`src/shared/ctt_pkg.sv`:
```
package ctt_pkg;
  // register addresses (16-bit address, 8-bit data bus)
  localparam logic [15:0] ADDR_STATUS_CONTROL = 16'h0008;
  localparam logic [15:0] ADDR_COUNT = 16'h0009;
  localparam logic [15:0] ADDR_WDOG_CLEAR = 16'h3ff0;
  // status/control field positions
  localparam int BIT_WRAP_FLAG = 7;
  localparam int BIT_PERIODIC_FLAG = 6;
  localparam int BIT_WRAP_EN = 5;
  localparam int BIT_PERIODIC_EN = 4;
  localparam int BIT_WRAP_CLR = 3;
  localparam int BIT_PERIODIC_CLR = 2;
  localparam int BIT_RATE_HI = 1;
  localparam int BIT_RATE_LO = 0;
  localparam int BIT_WDOG_CLR = 0;
  // reset values
  localparam logic [1:0] RATE_RESET = 2'h3;
  localparam logic [7:0] COUNT_RESET = 8'h00;
  // timing counts in bus cycles
  localparam int PRESCALE_DIV = 4;
  localparam int PRESCALE_W = 2;
  localparam int PERIODIC_CLK_DIV = 8192;
  localparam int CHAIN_W = 17;
  localparam int WDOG_DIV = 8;
  localparam int POR_CYCLES = 4064;
  localparam int POR_W = 12;

  typedef struct packed {
    logic [15:0] addr;
    logic [7:0] wdata;
    logic wr;
    logic rd;
  } ctt_bus_req_s;

  typedef enum logic [1:0] {
    CTT_POR_HOLD,
    CTT_RUN
  } ctt_phase_e;
endpackage

```
`src/verilog/ctt_tick_timer.sv`:
```
// How it works
// - wrap flag sets when 8-bit counter rolls from ff to 00
// - periodic flag sets when the selected divider tap goes active
// - interrupt request while a flag and its enable are both set
// - reset clears both flags and both enables
// - flag bits ignore writes; cleared only by clear bits or reset
// - wrap clear bit reads zero; writing one clears wrap flag
// - periodic clear bit reads zero; writing one clears periodic flag
// - periodic circuit fed at bus/8192, four stages and 1-of-4 tap
// - rate 00..11 gives period 2^14..2^17 bus cycles
// - reset sets both rate bits, slowest rate
// - watchdog divides periodic output by eight, then resets chip
// - writing zero to bit 0 at watchdog address clears watchdog
// - watchdog clear resets only the divide-by-eight stage
// - counter register read-only, counter steps every 4 bus cycles
// - power-on clears chain, releases after 4064 cycles, clears again
// - external reset after power-on clears entire chain
// - timer runs during wait; enabled interrupt ends wait
// - fixed divide-by-four prescaler; count at 09, status at 08
// - watchdog present only when option selected
module ctt_tick_timer #(
  parameter bit WDOG_PRESENT = 1'b1,
  parameter int POR_COUNT = ctt_pkg::POR_CYCLES
) (
  input wire logic SYS_CLK,
  input wire logic SRST,
  input wire logic CLK_EN,
  input wire logic POWER_ON,
  input wire logic WAIT_MODE,
  input wire ctt_pkg::ctt_bus_req_s BUS_REQ,
  output logic [7:0] RDATA,
  output logic IRQ,
  output logic WAKE,
  output logic WDOG_RESET,
  output logic CHIP_RESET
);

  typedef struct packed {
    ctt_pkg::ctt_phase_e phase;
    logic [ctt_pkg::POR_W-1:0] por_cnt;
    logic [ctt_pkg::CHAIN_W-1:0] chain;
    logic [2:0] wdog;
    logic wrap_flag;
    logic per_flag;
    logic wrap_en;
    logic per_en;
    logic [1:0] rate;
    logic tap_d;
    logic wdog_pulse;
    logic [7:0] rdata;
  } ctt_state_s;

  ctt_state_s st_r;
  ctt_state_s st_nxt;

  function automatic logic sel_tap(input logic [ctt_pkg::CHAIN_W-1:0] c,
                                   input logic [1:0] r);
    sel_tap = c[13 + r];
  endfunction

  logic wr_sc;
  logic wr_wd;
  logic rd_sc;
  logic rd_cnt;
  logic [ctt_pkg::CHAIN_W-1:0] chain_inc;
  logic tap_now;
  logic tap_rise;
  logic [7:0] sc_view;

  assign wr_sc = BUS_REQ.wr && BUS_REQ.addr == ctt_pkg::ADDR_STATUS_CONTROL;
  assign wr_wd = BUS_REQ.wr && BUS_REQ.addr == ctt_pkg::ADDR_WDOG_CLEAR;
  assign rd_sc = BUS_REQ.rd && BUS_REQ.addr == ctt_pkg::ADDR_STATUS_CONTROL;
  assign rd_cnt = BUS_REQ.rd && BUS_REQ.addr == ctt_pkg::ADDR_COUNT;
  assign chain_inc = st_r.chain + 1'b1;
  assign tap_now = sel_tap(chain_inc, st_r.rate);
  assign tap_rise = tap_now && !sel_tap(st_r.chain, st_r.rate);

  always_comb begin
    sc_view = 8'h00; // clear bits read zero
    sc_view[ctt_pkg::BIT_WRAP_FLAG] = st_r.wrap_flag;
    sc_view[ctt_pkg::BIT_PERIODIC_FLAG] = st_r.per_flag;
    sc_view[ctt_pkg::BIT_WRAP_EN] = st_r.wrap_en;
    sc_view[ctt_pkg::BIT_PERIODIC_EN] = st_r.per_en;
    sc_view[ctt_pkg::BIT_RATE_HI] = st_r.rate[1];
    sc_view[ctt_pkg::BIT_RATE_LO] = st_r.rate[0];
  end

  always_comb begin
    st_nxt = st_r;
    st_nxt.wdog_pulse = 1'b0;
    st_nxt.tap_d = tap_now;
    if (BUS_REQ.rd) begin
      st_nxt.rdata = 8'h00;
    end
    unique case (st_r.phase)
      ctt_pkg::CTT_POR_HOLD: begin
        st_nxt.chain = chain_inc;
        st_nxt.por_cnt = st_r.por_cnt + 1'b1;
        if (st_r.por_cnt == POR_COUNT[ctt_pkg::POR_W-1:0] - 1'b1) begin
          st_nxt.phase = ctt_pkg::CTT_RUN;
          st_nxt.chain = '0;
        end
      end
      ctt_pkg::CTT_RUN: begin
        st_nxt.chain = chain_inc;
        if (st_r.chain[9:0] == 10'h3ff) begin
          st_nxt.wrap_flag = 1'b1;
        end
        if (tap_rise) begin
          st_nxt.per_flag = 1'b1;
          st_nxt.wdog = st_r.wdog + 1'b1;
          if (st_r.wdog == 3'h7 && WDOG_PRESENT) begin
            st_nxt.wdog_pulse = 1'b1;
          end
        end
        if (wr_sc) begin
          st_nxt.wrap_en = BUS_REQ.wdata[ctt_pkg::BIT_WRAP_EN];
          st_nxt.per_en = BUS_REQ.wdata[ctt_pkg::BIT_PERIODIC_EN];
          st_nxt.rate = {BUS_REQ.wdata[ctt_pkg::BIT_RATE_HI],
                         BUS_REQ.wdata[ctt_pkg::BIT_RATE_LO]};
          if (BUS_REQ.wdata[ctt_pkg::BIT_WRAP_CLR] &&
              !(st_r.chain[9:0] == 10'h3ff)) begin
            st_nxt.wrap_flag = 1'b0;
          end
          if (BUS_REQ.wdata[ctt_pkg::BIT_PERIODIC_CLR] && !tap_rise) begin
            st_nxt.per_flag = 1'b0;
          end
        end
        if (wr_wd && !BUS_REQ.wdata[ctt_pkg::BIT_WDOG_CLR]) begin
          st_nxt.wdog = 3'h0;
        end
        if (rd_sc) begin
          st_nxt.rdata = sc_view;
        end
        if (rd_cnt) begin
          st_nxt.rdata = st_r.chain[9:2];
        end
      end
      default: begin
        st_nxt.phase = ctt_pkg::CTT_POR_HOLD;
      end
    endcase
  end

  always_ff @(posedge SYS_CLK) begin
    if (SRST || POWER_ON || st_r.wdog_pulse) begin
      st_r.phase <= POWER_ON ? ctt_pkg::CTT_POR_HOLD : st_r.phase;
      st_r.por_cnt <= '0;
      st_r.chain <= '0;
      st_r.wdog <= 3'h0;
      st_r.wrap_flag <= 1'b0;
      st_r.per_flag <= 1'b0;
      st_r.wrap_en <= 1'b0;
      st_r.per_en <= 1'b0;
      st_r.rate <= ctt_pkg::RATE_RESET;
      st_r.tap_d <= 1'b0;
      st_r.wdog_pulse <= 1'b0;
      st_r.rdata <= 8'h00;
    end else if (CLK_EN) begin
      st_r <= st_nxt;
    end
  end

  assign IRQ = (st_r.wrap_flag && st_r.wrap_en) ||
               (st_r.per_flag && st_r.per_en);
  assign WAKE = WAIT_MODE && IRQ;
  assign WDOG_RESET = st_r.wdog_pulse;
  assign CHIP_RESET = st_r.phase == ctt_pkg::CTT_POR_HOLD || st_r.wdog_pulse;
  assign RDATA = st_r.rdata;

  a_irq_request: assert property (@(posedge SYS_CLK) disable iff (SRST)
    IRQ == ((st_r.wrap_flag && st_r.wrap_en) || (st_r.per_flag && st_r.per_en)))
    else $error("irq does not match flags and enables");
  a_wrap_sets: assert property (@(posedge SYS_CLK) disable iff (SRST || POWER_ON)
    CLK_EN && st_r.phase == ctt_pkg::CTT_RUN && st_r.chain[9:0] == 10'h3ff
    |=> st_r.wrap_flag)
    else $error("wrap flag not set on roll over");
  a_reset_clears: assert property (@(posedge SYS_CLK)
    SRST |=> !st_r.wrap_flag && !st_r.per_flag && !st_r.wrap_en &&
    st_r.rate == 2'h3)
    else $error("reset values wrong");
  a_wdog_clear: assert property (@(posedge SYS_CLK) disable iff (SRST || POWER_ON)
    CLK_EN && wr_wd && !BUS_REQ.wdata[0] && st_r.phase == ctt_pkg::CTT_RUN
    && !st_r.wdog_pulse |=> st_r.wdog == 3'h0)
    else $error("watchdog not cleared");
  a_per_flag_set: assert property (@(posedge SYS_CLK) disable iff (SRST || POWER_ON)
    CLK_EN && st_r.phase == ctt_pkg::CTT_RUN && tap_rise && !st_r.wdog_pulse
    |=> st_r.per_flag)
    else $error("periodic flag missed");
  a_flag_ro: assert property (@(posedge SYS_CLK) disable iff (SRST || POWER_ON)
    !st_r.wrap_flag && !(st_r.chain[9:0] == 10'h3ff) ##0 !st_r.wdog_pulse
    |=> !st_r.wrap_flag)
    else $error("wrap flag set without roll over");
  a_wrap_clear: assert property (@(posedge SYS_CLK) disable iff (SRST || POWER_ON)
    CLK_EN && wr_sc && BUS_REQ.wdata[3] && st_r.phase == ctt_pkg::CTT_RUN &&
    st_r.chain[9:0] != 10'h3ff |=> !st_r.wrap_flag)
    else $error("wrap flag not cleared");
  a_clr_reads0: assert property (@(posedge SYS_CLK) disable iff (SRST)
    $past(rd_sc) && $past(CLK_EN) |-> RDATA[3:2] == 2'h0)
    else $error("clear bits read nonzero");
endmodule

```
`config.mk`:
```
export PLATFORM = sky130hd
export DESIGN_NAME = ctt_tick_timer
export DESIGN_NICKNAME = d
export VERILOG_FILES = /design/src/shared/ctt_pkg.sv /design/src/verilog/ctt_tick_timer.sv
export SDC_FILE = /design/constraint.sdc
export NUM_CORES = 1
export LEC_CHECK = 0
export BUFFER_PORTS_ARGS = -buffer_cell sky130_fd_sc_hd__buf_2
export CAP_MARGIN = 20
export CORE_ASPECT_RATIO = 1.4
export CORE_UTILIZATION = 25
export CTS_CLUSTER_SIZE = 25
export DETAILED_ROUTE_END_ITERATION = 6
export GPL_ROUTABILITY_DRIVEN = 0
export PLACE_DENSITY = 0.46
export SLEW_MARGIN = 25
export SYNTH_ARGS = -nofsm -noshare
export SYNTH_HDL_FRONTEND = slang
export SYNTH_SLANG_ARGS = --single-unit
```
`constraint.sdc`:
```
create_clock -name SYS_CLK -period 2.6 [get_ports SYS_CLK]
set_input_delay 0.13 -clock SYS_CLK [delete_from_list [all_inputs] [get_ports SYS_CLK]]
set_output_delay 0.13 -clock SYS_CLK [all_outputs]
set_load 0.1 [all_outputs]
```
Yosys cells after proc, flatten, opt, wreduce, memory -nomap -nowiden. Cells that the tools add are included.

$add $sub $neg: 4. Multipliers: 0. Divide/modulo/power cells: 0. Order comparisons: 1. Equal/unequal tests: 10. Shift operators: 0. Muxes and demuxes: 26. Bitwise logic cells: 0. Reduce and logical (&&, ||, !) cells: 29.

Operators by type and width (number): two-way mux 50 bit (2); case mux 17 bit (2 select lines) (1); equality test 16 x 4 -> 1 bit, second input constant (2); two-way mux 8 bit (3); two-way mux 9 bit (2); adder 17 x 1 -> 17 bit, second input constant (1); two-way mux 17 bit (1); equality test 16 x 14 -> 1 bit, second input constant (1); adder 12 x 1 -> 12 bit, second input constant (1); equality test 12 bit, second input constant (1); two-way mux 12 bit (1); logical AND 1 bit (11); binary-select mux 1 bit (select 5 bit) (2); equality test 10 bit, second input constant (1); two-way mux 1 bit (8); less-than comparator 5 x 6 -> 1 bit, second input constant (1); two-way mux 3 bit (2); two-way mux 6 bit (1); AND reduction 2 bit (3); AND reduction 3 bit (2); nonzero test 2 bit (3); adder 4 x 2 -> 5 bit, first input constant (1); logical NOT 1 bit (4); logical OR 1 bit (4); 9 further kinds (11).

Bits in registers: 50. Latch bits: 0. Memory bits (writable): 0. ROM bits: 0. Bits of input ports: 31. Output and inout port bits: 12. Logic and storage cells: 82. Memories kept: 0.

Depth between registers and ports, before layout.
Depth after elaboration: 12. Mapped depth: 8. Depth with buffers taken out: 7.

Worst setup path after synthesis. Ideal clock, no wire load.

Path kind: register to register. Start point: register st_r, in the netlist sc_view[0]. End point: register st_r[17] (netlist name). Setup time: 138 ps. Arrival time: 2169 ps. Required time: 2462 ps. Setup slack: 293 ps. Cell stages (with the launch flop): 9. Path buffers: 1. Clock period less this slack: 2307 ps. Cell sequence: dfxtp_1 -> ha_1 -> buf_6 -> mux4_2 -> nor3_2 -> o311ai_1 -> or4_4 -> nand3_1 -> o31ai_1.

Cells in the longest elaborated chain, start to end: 7. Elaborated cells between the ends (all ways): 9. Classes of those cells: 1 x add/sub; 4 x mux; 4 x reduce/logical.

RTL lines: start: declaration (line ctt_tick_timer.sv:53) `ctt_state_s st_r;`; start signal: assignment (line ctt_tick_timer.sv:160) `st_r <= st_nxt;`; adder 4 x 2 -> 5 bit (*) (line ctt_tick_timer.sv:58) `sel_tap = c[13 + r];`; binary-select mux 1 bit (select 5 bit) (line ctt_tick_timer.sv:58); two-way mux 1 bit (implied by the code) (line ctt_tick_timer.sv:58); logical NOT 1 bit (line ctt_tick_timer.sv:76) `assign tap_rise = tap_now && !sel_tap(st_r.chain, st_r.rate);`; logical AND 1 bit (*) (line ctt_tick_timer.sv:76); nonzero test 2 bit (no source line) (*); AND reduction 3 bit (no source line) (*).

Mark *: on every way between the ends. The rest lies on a longest branch, timed or not. The select of a mux whose other input is x is not followed. A chain may end at the register's enable or synchronous reset.

Worst setup path after layout.
Start point: register st_r, in the netlist sc_view[1]. End point: register st_r[17] (netlist name).

Same word-level chain as after synthesis.

==> impl_metrics.json <==
{
  "status": "finished clean",
  "port_buffers": 40,
  "seqPwrFrac": 0.440,
  "drive_gt1_frac": 0.199,
  "synth_area_leaders": "dfxtp_1, nor2_1, nand2_1",
  "p_leak_nw": 1.07,
  "clkSlewWorstSetupHoldPaths_ps": 70,
  "reg2reg_from": "sc_view[1]$_SDFFE_PP1P_",
  "synth.yosys.seq_area_share": 0.373,
  "synth_ff_type": "dfxtp_1",
  "crit_path_cell_trace": "ha_1, mux4_2, nor3_2, o311ai_1, or4_4, nand3_1, o31ai_1",
  "fin_crit_ps": 2330,
  "first_iter_violations": 87,
  "wl_um": 6530,
  "syn_nets": 355,
  "end_kind": "flip-flop",
  "worstSetupPathType": "flip-flop to flip-flop",
  "cts_buffers": 5,
  "dp_cells": 483,
  "setup.worst_path.start": "sc_view[1]$_SDFFE_PP1P_",
  "ys_warn_count": 0,
  "max_freq_ghz": 0.429,
  "ys_ff_latch": 48,
  "start_util": 0.260,
  "cts-htree-levels": 2,
  "cts_setup_buffers": 0,
  "grt_max_degree": 19,
  "hold_class": "input port to flip-flop",
  "rows": 43,
  "syn_area_um2": 2600,
  "slew_viol_final": 0,
  "max-vdd-ir-drop_mv": 0.218,
  "drc": 0,
  "slowest_stage": "or4_4",
  "synth_top_area_cell": "dfxtp_1",
  "cp_data_required_time_ps": 2770,
  "cts_resized": 0,
  "grt_first_pass_wirelength_um": 11100,
  "reg2reg_slack_ps": 270,
  "grt_usage": 0.132,
  "layout_commonest_cell": "dfxtp_1",
  "async_flop_share": 0,
  "wl_per_cell_um": 13.3,
  "die_area_um2": 10800,
  "die_height_um": 123,
  "viasPerCell": 4.76,
  "synth-edff-count": 1,
  "final_area_um2": 3120,
  "worstMarginPinSlew_ps": 721,
  "clock_latency_ps": 300,
  "syn_avg_cell_area_um2": 8.15,
  "finalNonFillerCells": 491,
  "holdBufCountCts": 0,
  "p_int_mw": 1.33,
  "placed_area_um2": 2920,
  "crit_fanout": 3,
  "nets": 391,
  "maxCapViolations": 0,
  "place_hpwl_um": 4930,
  "diodes": 0,
  "clock_path_buffers": 2,
  "crit_path_start_kind": "flip-flop",
  "die_x_um": 88.2,
  "tns_ps": 0,
  "grt_pass1_vias": 2286,
  "core-area_um2": 10000,
  "overflow": 0,
  "cts_root_buf": "clkbuf_16",
  "netlist.area_leader.share": 0.362,
  "vias": 2337,
  "crit_arrival_ps": 2500,
  "cts.sinks": 48,
  "p_per_area_nw_per_um2": 542,
  "antenna_found_initial": 0,
  "min_from": "BUS_REQ[7]",
  "synth_cells": 319,
  "hold_viol": 0,
  "drt_pass1_iterations": 4,
  "slowest_delay_ps": 590,
  "ioPinCount": 43,
  "final_cell_mix": "dfxtp_1, nor2_1, buf_2",
  "area_growth_pct": 19.9,
  "power_frac_comb": 0.050,
  "finalCritPeriodShare": 0.897,
  "p_sw_frac": 0.214,
  "fin_worst_skew_ps": 8.00,
  "setup_viol": 0,
  "cts_tree": "done",
  "relSlewSlack": 0.514,
  "rsz0062_at_grt": "no",
  "ant_nets": 0,
  "fill_cells": 1097,
  "p_sw_mw": 0.362,
  "yosysUniqueCellTypes": 47,
  "power_frac_clock": 0.510
}
==> Yosys cell counts, types with 2 or more instances <==
cell      count
o21ai_0       9
o22ai_1       6
buf_6         2
a32oi_1       2
buf_4         8
and3_1        4
inv_1        11
nand4b_1      3
nand3b_1      8
o211ai_1      6
nor3_1        3
nand4_1       6
xor2_1       13
nand4_2       2
nor3_2        2
or3_1         9
xnor2_1       6
o31ai_1       3
nor2b_1       2
mux2i_1       8
nor4_2        2
nor4_1        7
a21oi_1      17
nand2b_1      2
dfxtp_1      47
ha_1          5
nand2_1      37
nand3_1      16
and4_1        3
nor2_1       41
and2_1        3
clkbuf_1     11
==> critical path: cells and delay by family (launching register included) <==
kind,cells,cell delay (ps)
simple gates,3,850
compound gates,2,210
fa+ha+maj,1,310
flops,1,340
mux,1,510
==> final timing paths <==
path / endpoint / depth (start not counted)
max: st_r[17]$_SDFFE_PP0P_ / 7
min: sc_view[5]$_SDFFE_PP0P_ / 3
max reg2reg: st_r[17]$_SDFFE_PP0P_ / 7
min reg2reg: RDATA[7]$_SDFFE_PP0P_ / 2
==> state kept, by name, summed over array words and instances, names as in the netlist <==
| name | count |
|---|---|
| st_r | 33 |
| RDATA | 8 |
| sc_view | 6 |
| WDOG_RESET | 1 |
==> cells by family after synthesis <==
kind of cell | count (synthesis) | synth area share
compound gates | 48 | 0.112
xor+xnor | 19 | 0.0640
fa+ha+maj | 5 | 0.0241
buf+inv | 33 | 0.0654
flops | 48 | 0.373
mux | 9 | 0.0395
simple gates | 157 | 0.321
==> cell type report <==
type,instances,area [µm²],share of cell area
clock inverter,3,68.8,0.0221
multi-input combinational,238,1460,0.468
inverter,11,41.3,0.0132
clock buffer,5,125,0.0401
tap,135,169,0.0542
sequential,48,971,0.312
timing repair buffer,51,283,0.0907
==> routing by layer <==
layer  vias up  wire, µm  GRT usage
met5         -         0          0
met4         0       125     0.0534
met3         8       211     0.0208
met2        44      3210      0.228
met1      1093      2980      0.162
li1       1192         -          -
==> power by group through the flow <==
stage	combinational, mW	clock (mW)	sequential, mW
2_1_floorplan	0.0450	0	0.759
3_3_place_gp	0.0841	0	0.761
3_5_place_dp	0.0851	0	0.761
4_1_cts	0.0853	0.884	0.744
5_1_grt	0.0933	0.910	0.744
6_report	0.0841	0.861	0.744
==> per-stage QoR <==
| step | worst slack (ps) | util | hold WS [ps] | power (mW) |
|---|---|---|---|---|
| 2_1_floorplan | 293 | - | 258 | 0.805 |
| 6_report | 268 | 0.311 | 70.4 | 1.69 |
| 5_1_grt | 158 | 0.311 | 90.6 | 1.75 |
| 3_3_place_gp | 283 | 0.292 | 366 | 0.845 |
| 4_1_cts | 247 | 0.311 | 74.3 | 1.71 |
| 3_5_place_dp | 261 | 0.292 | 378 | 0.846 |
No activity file was read; power rests on OpenSTA's default activity.
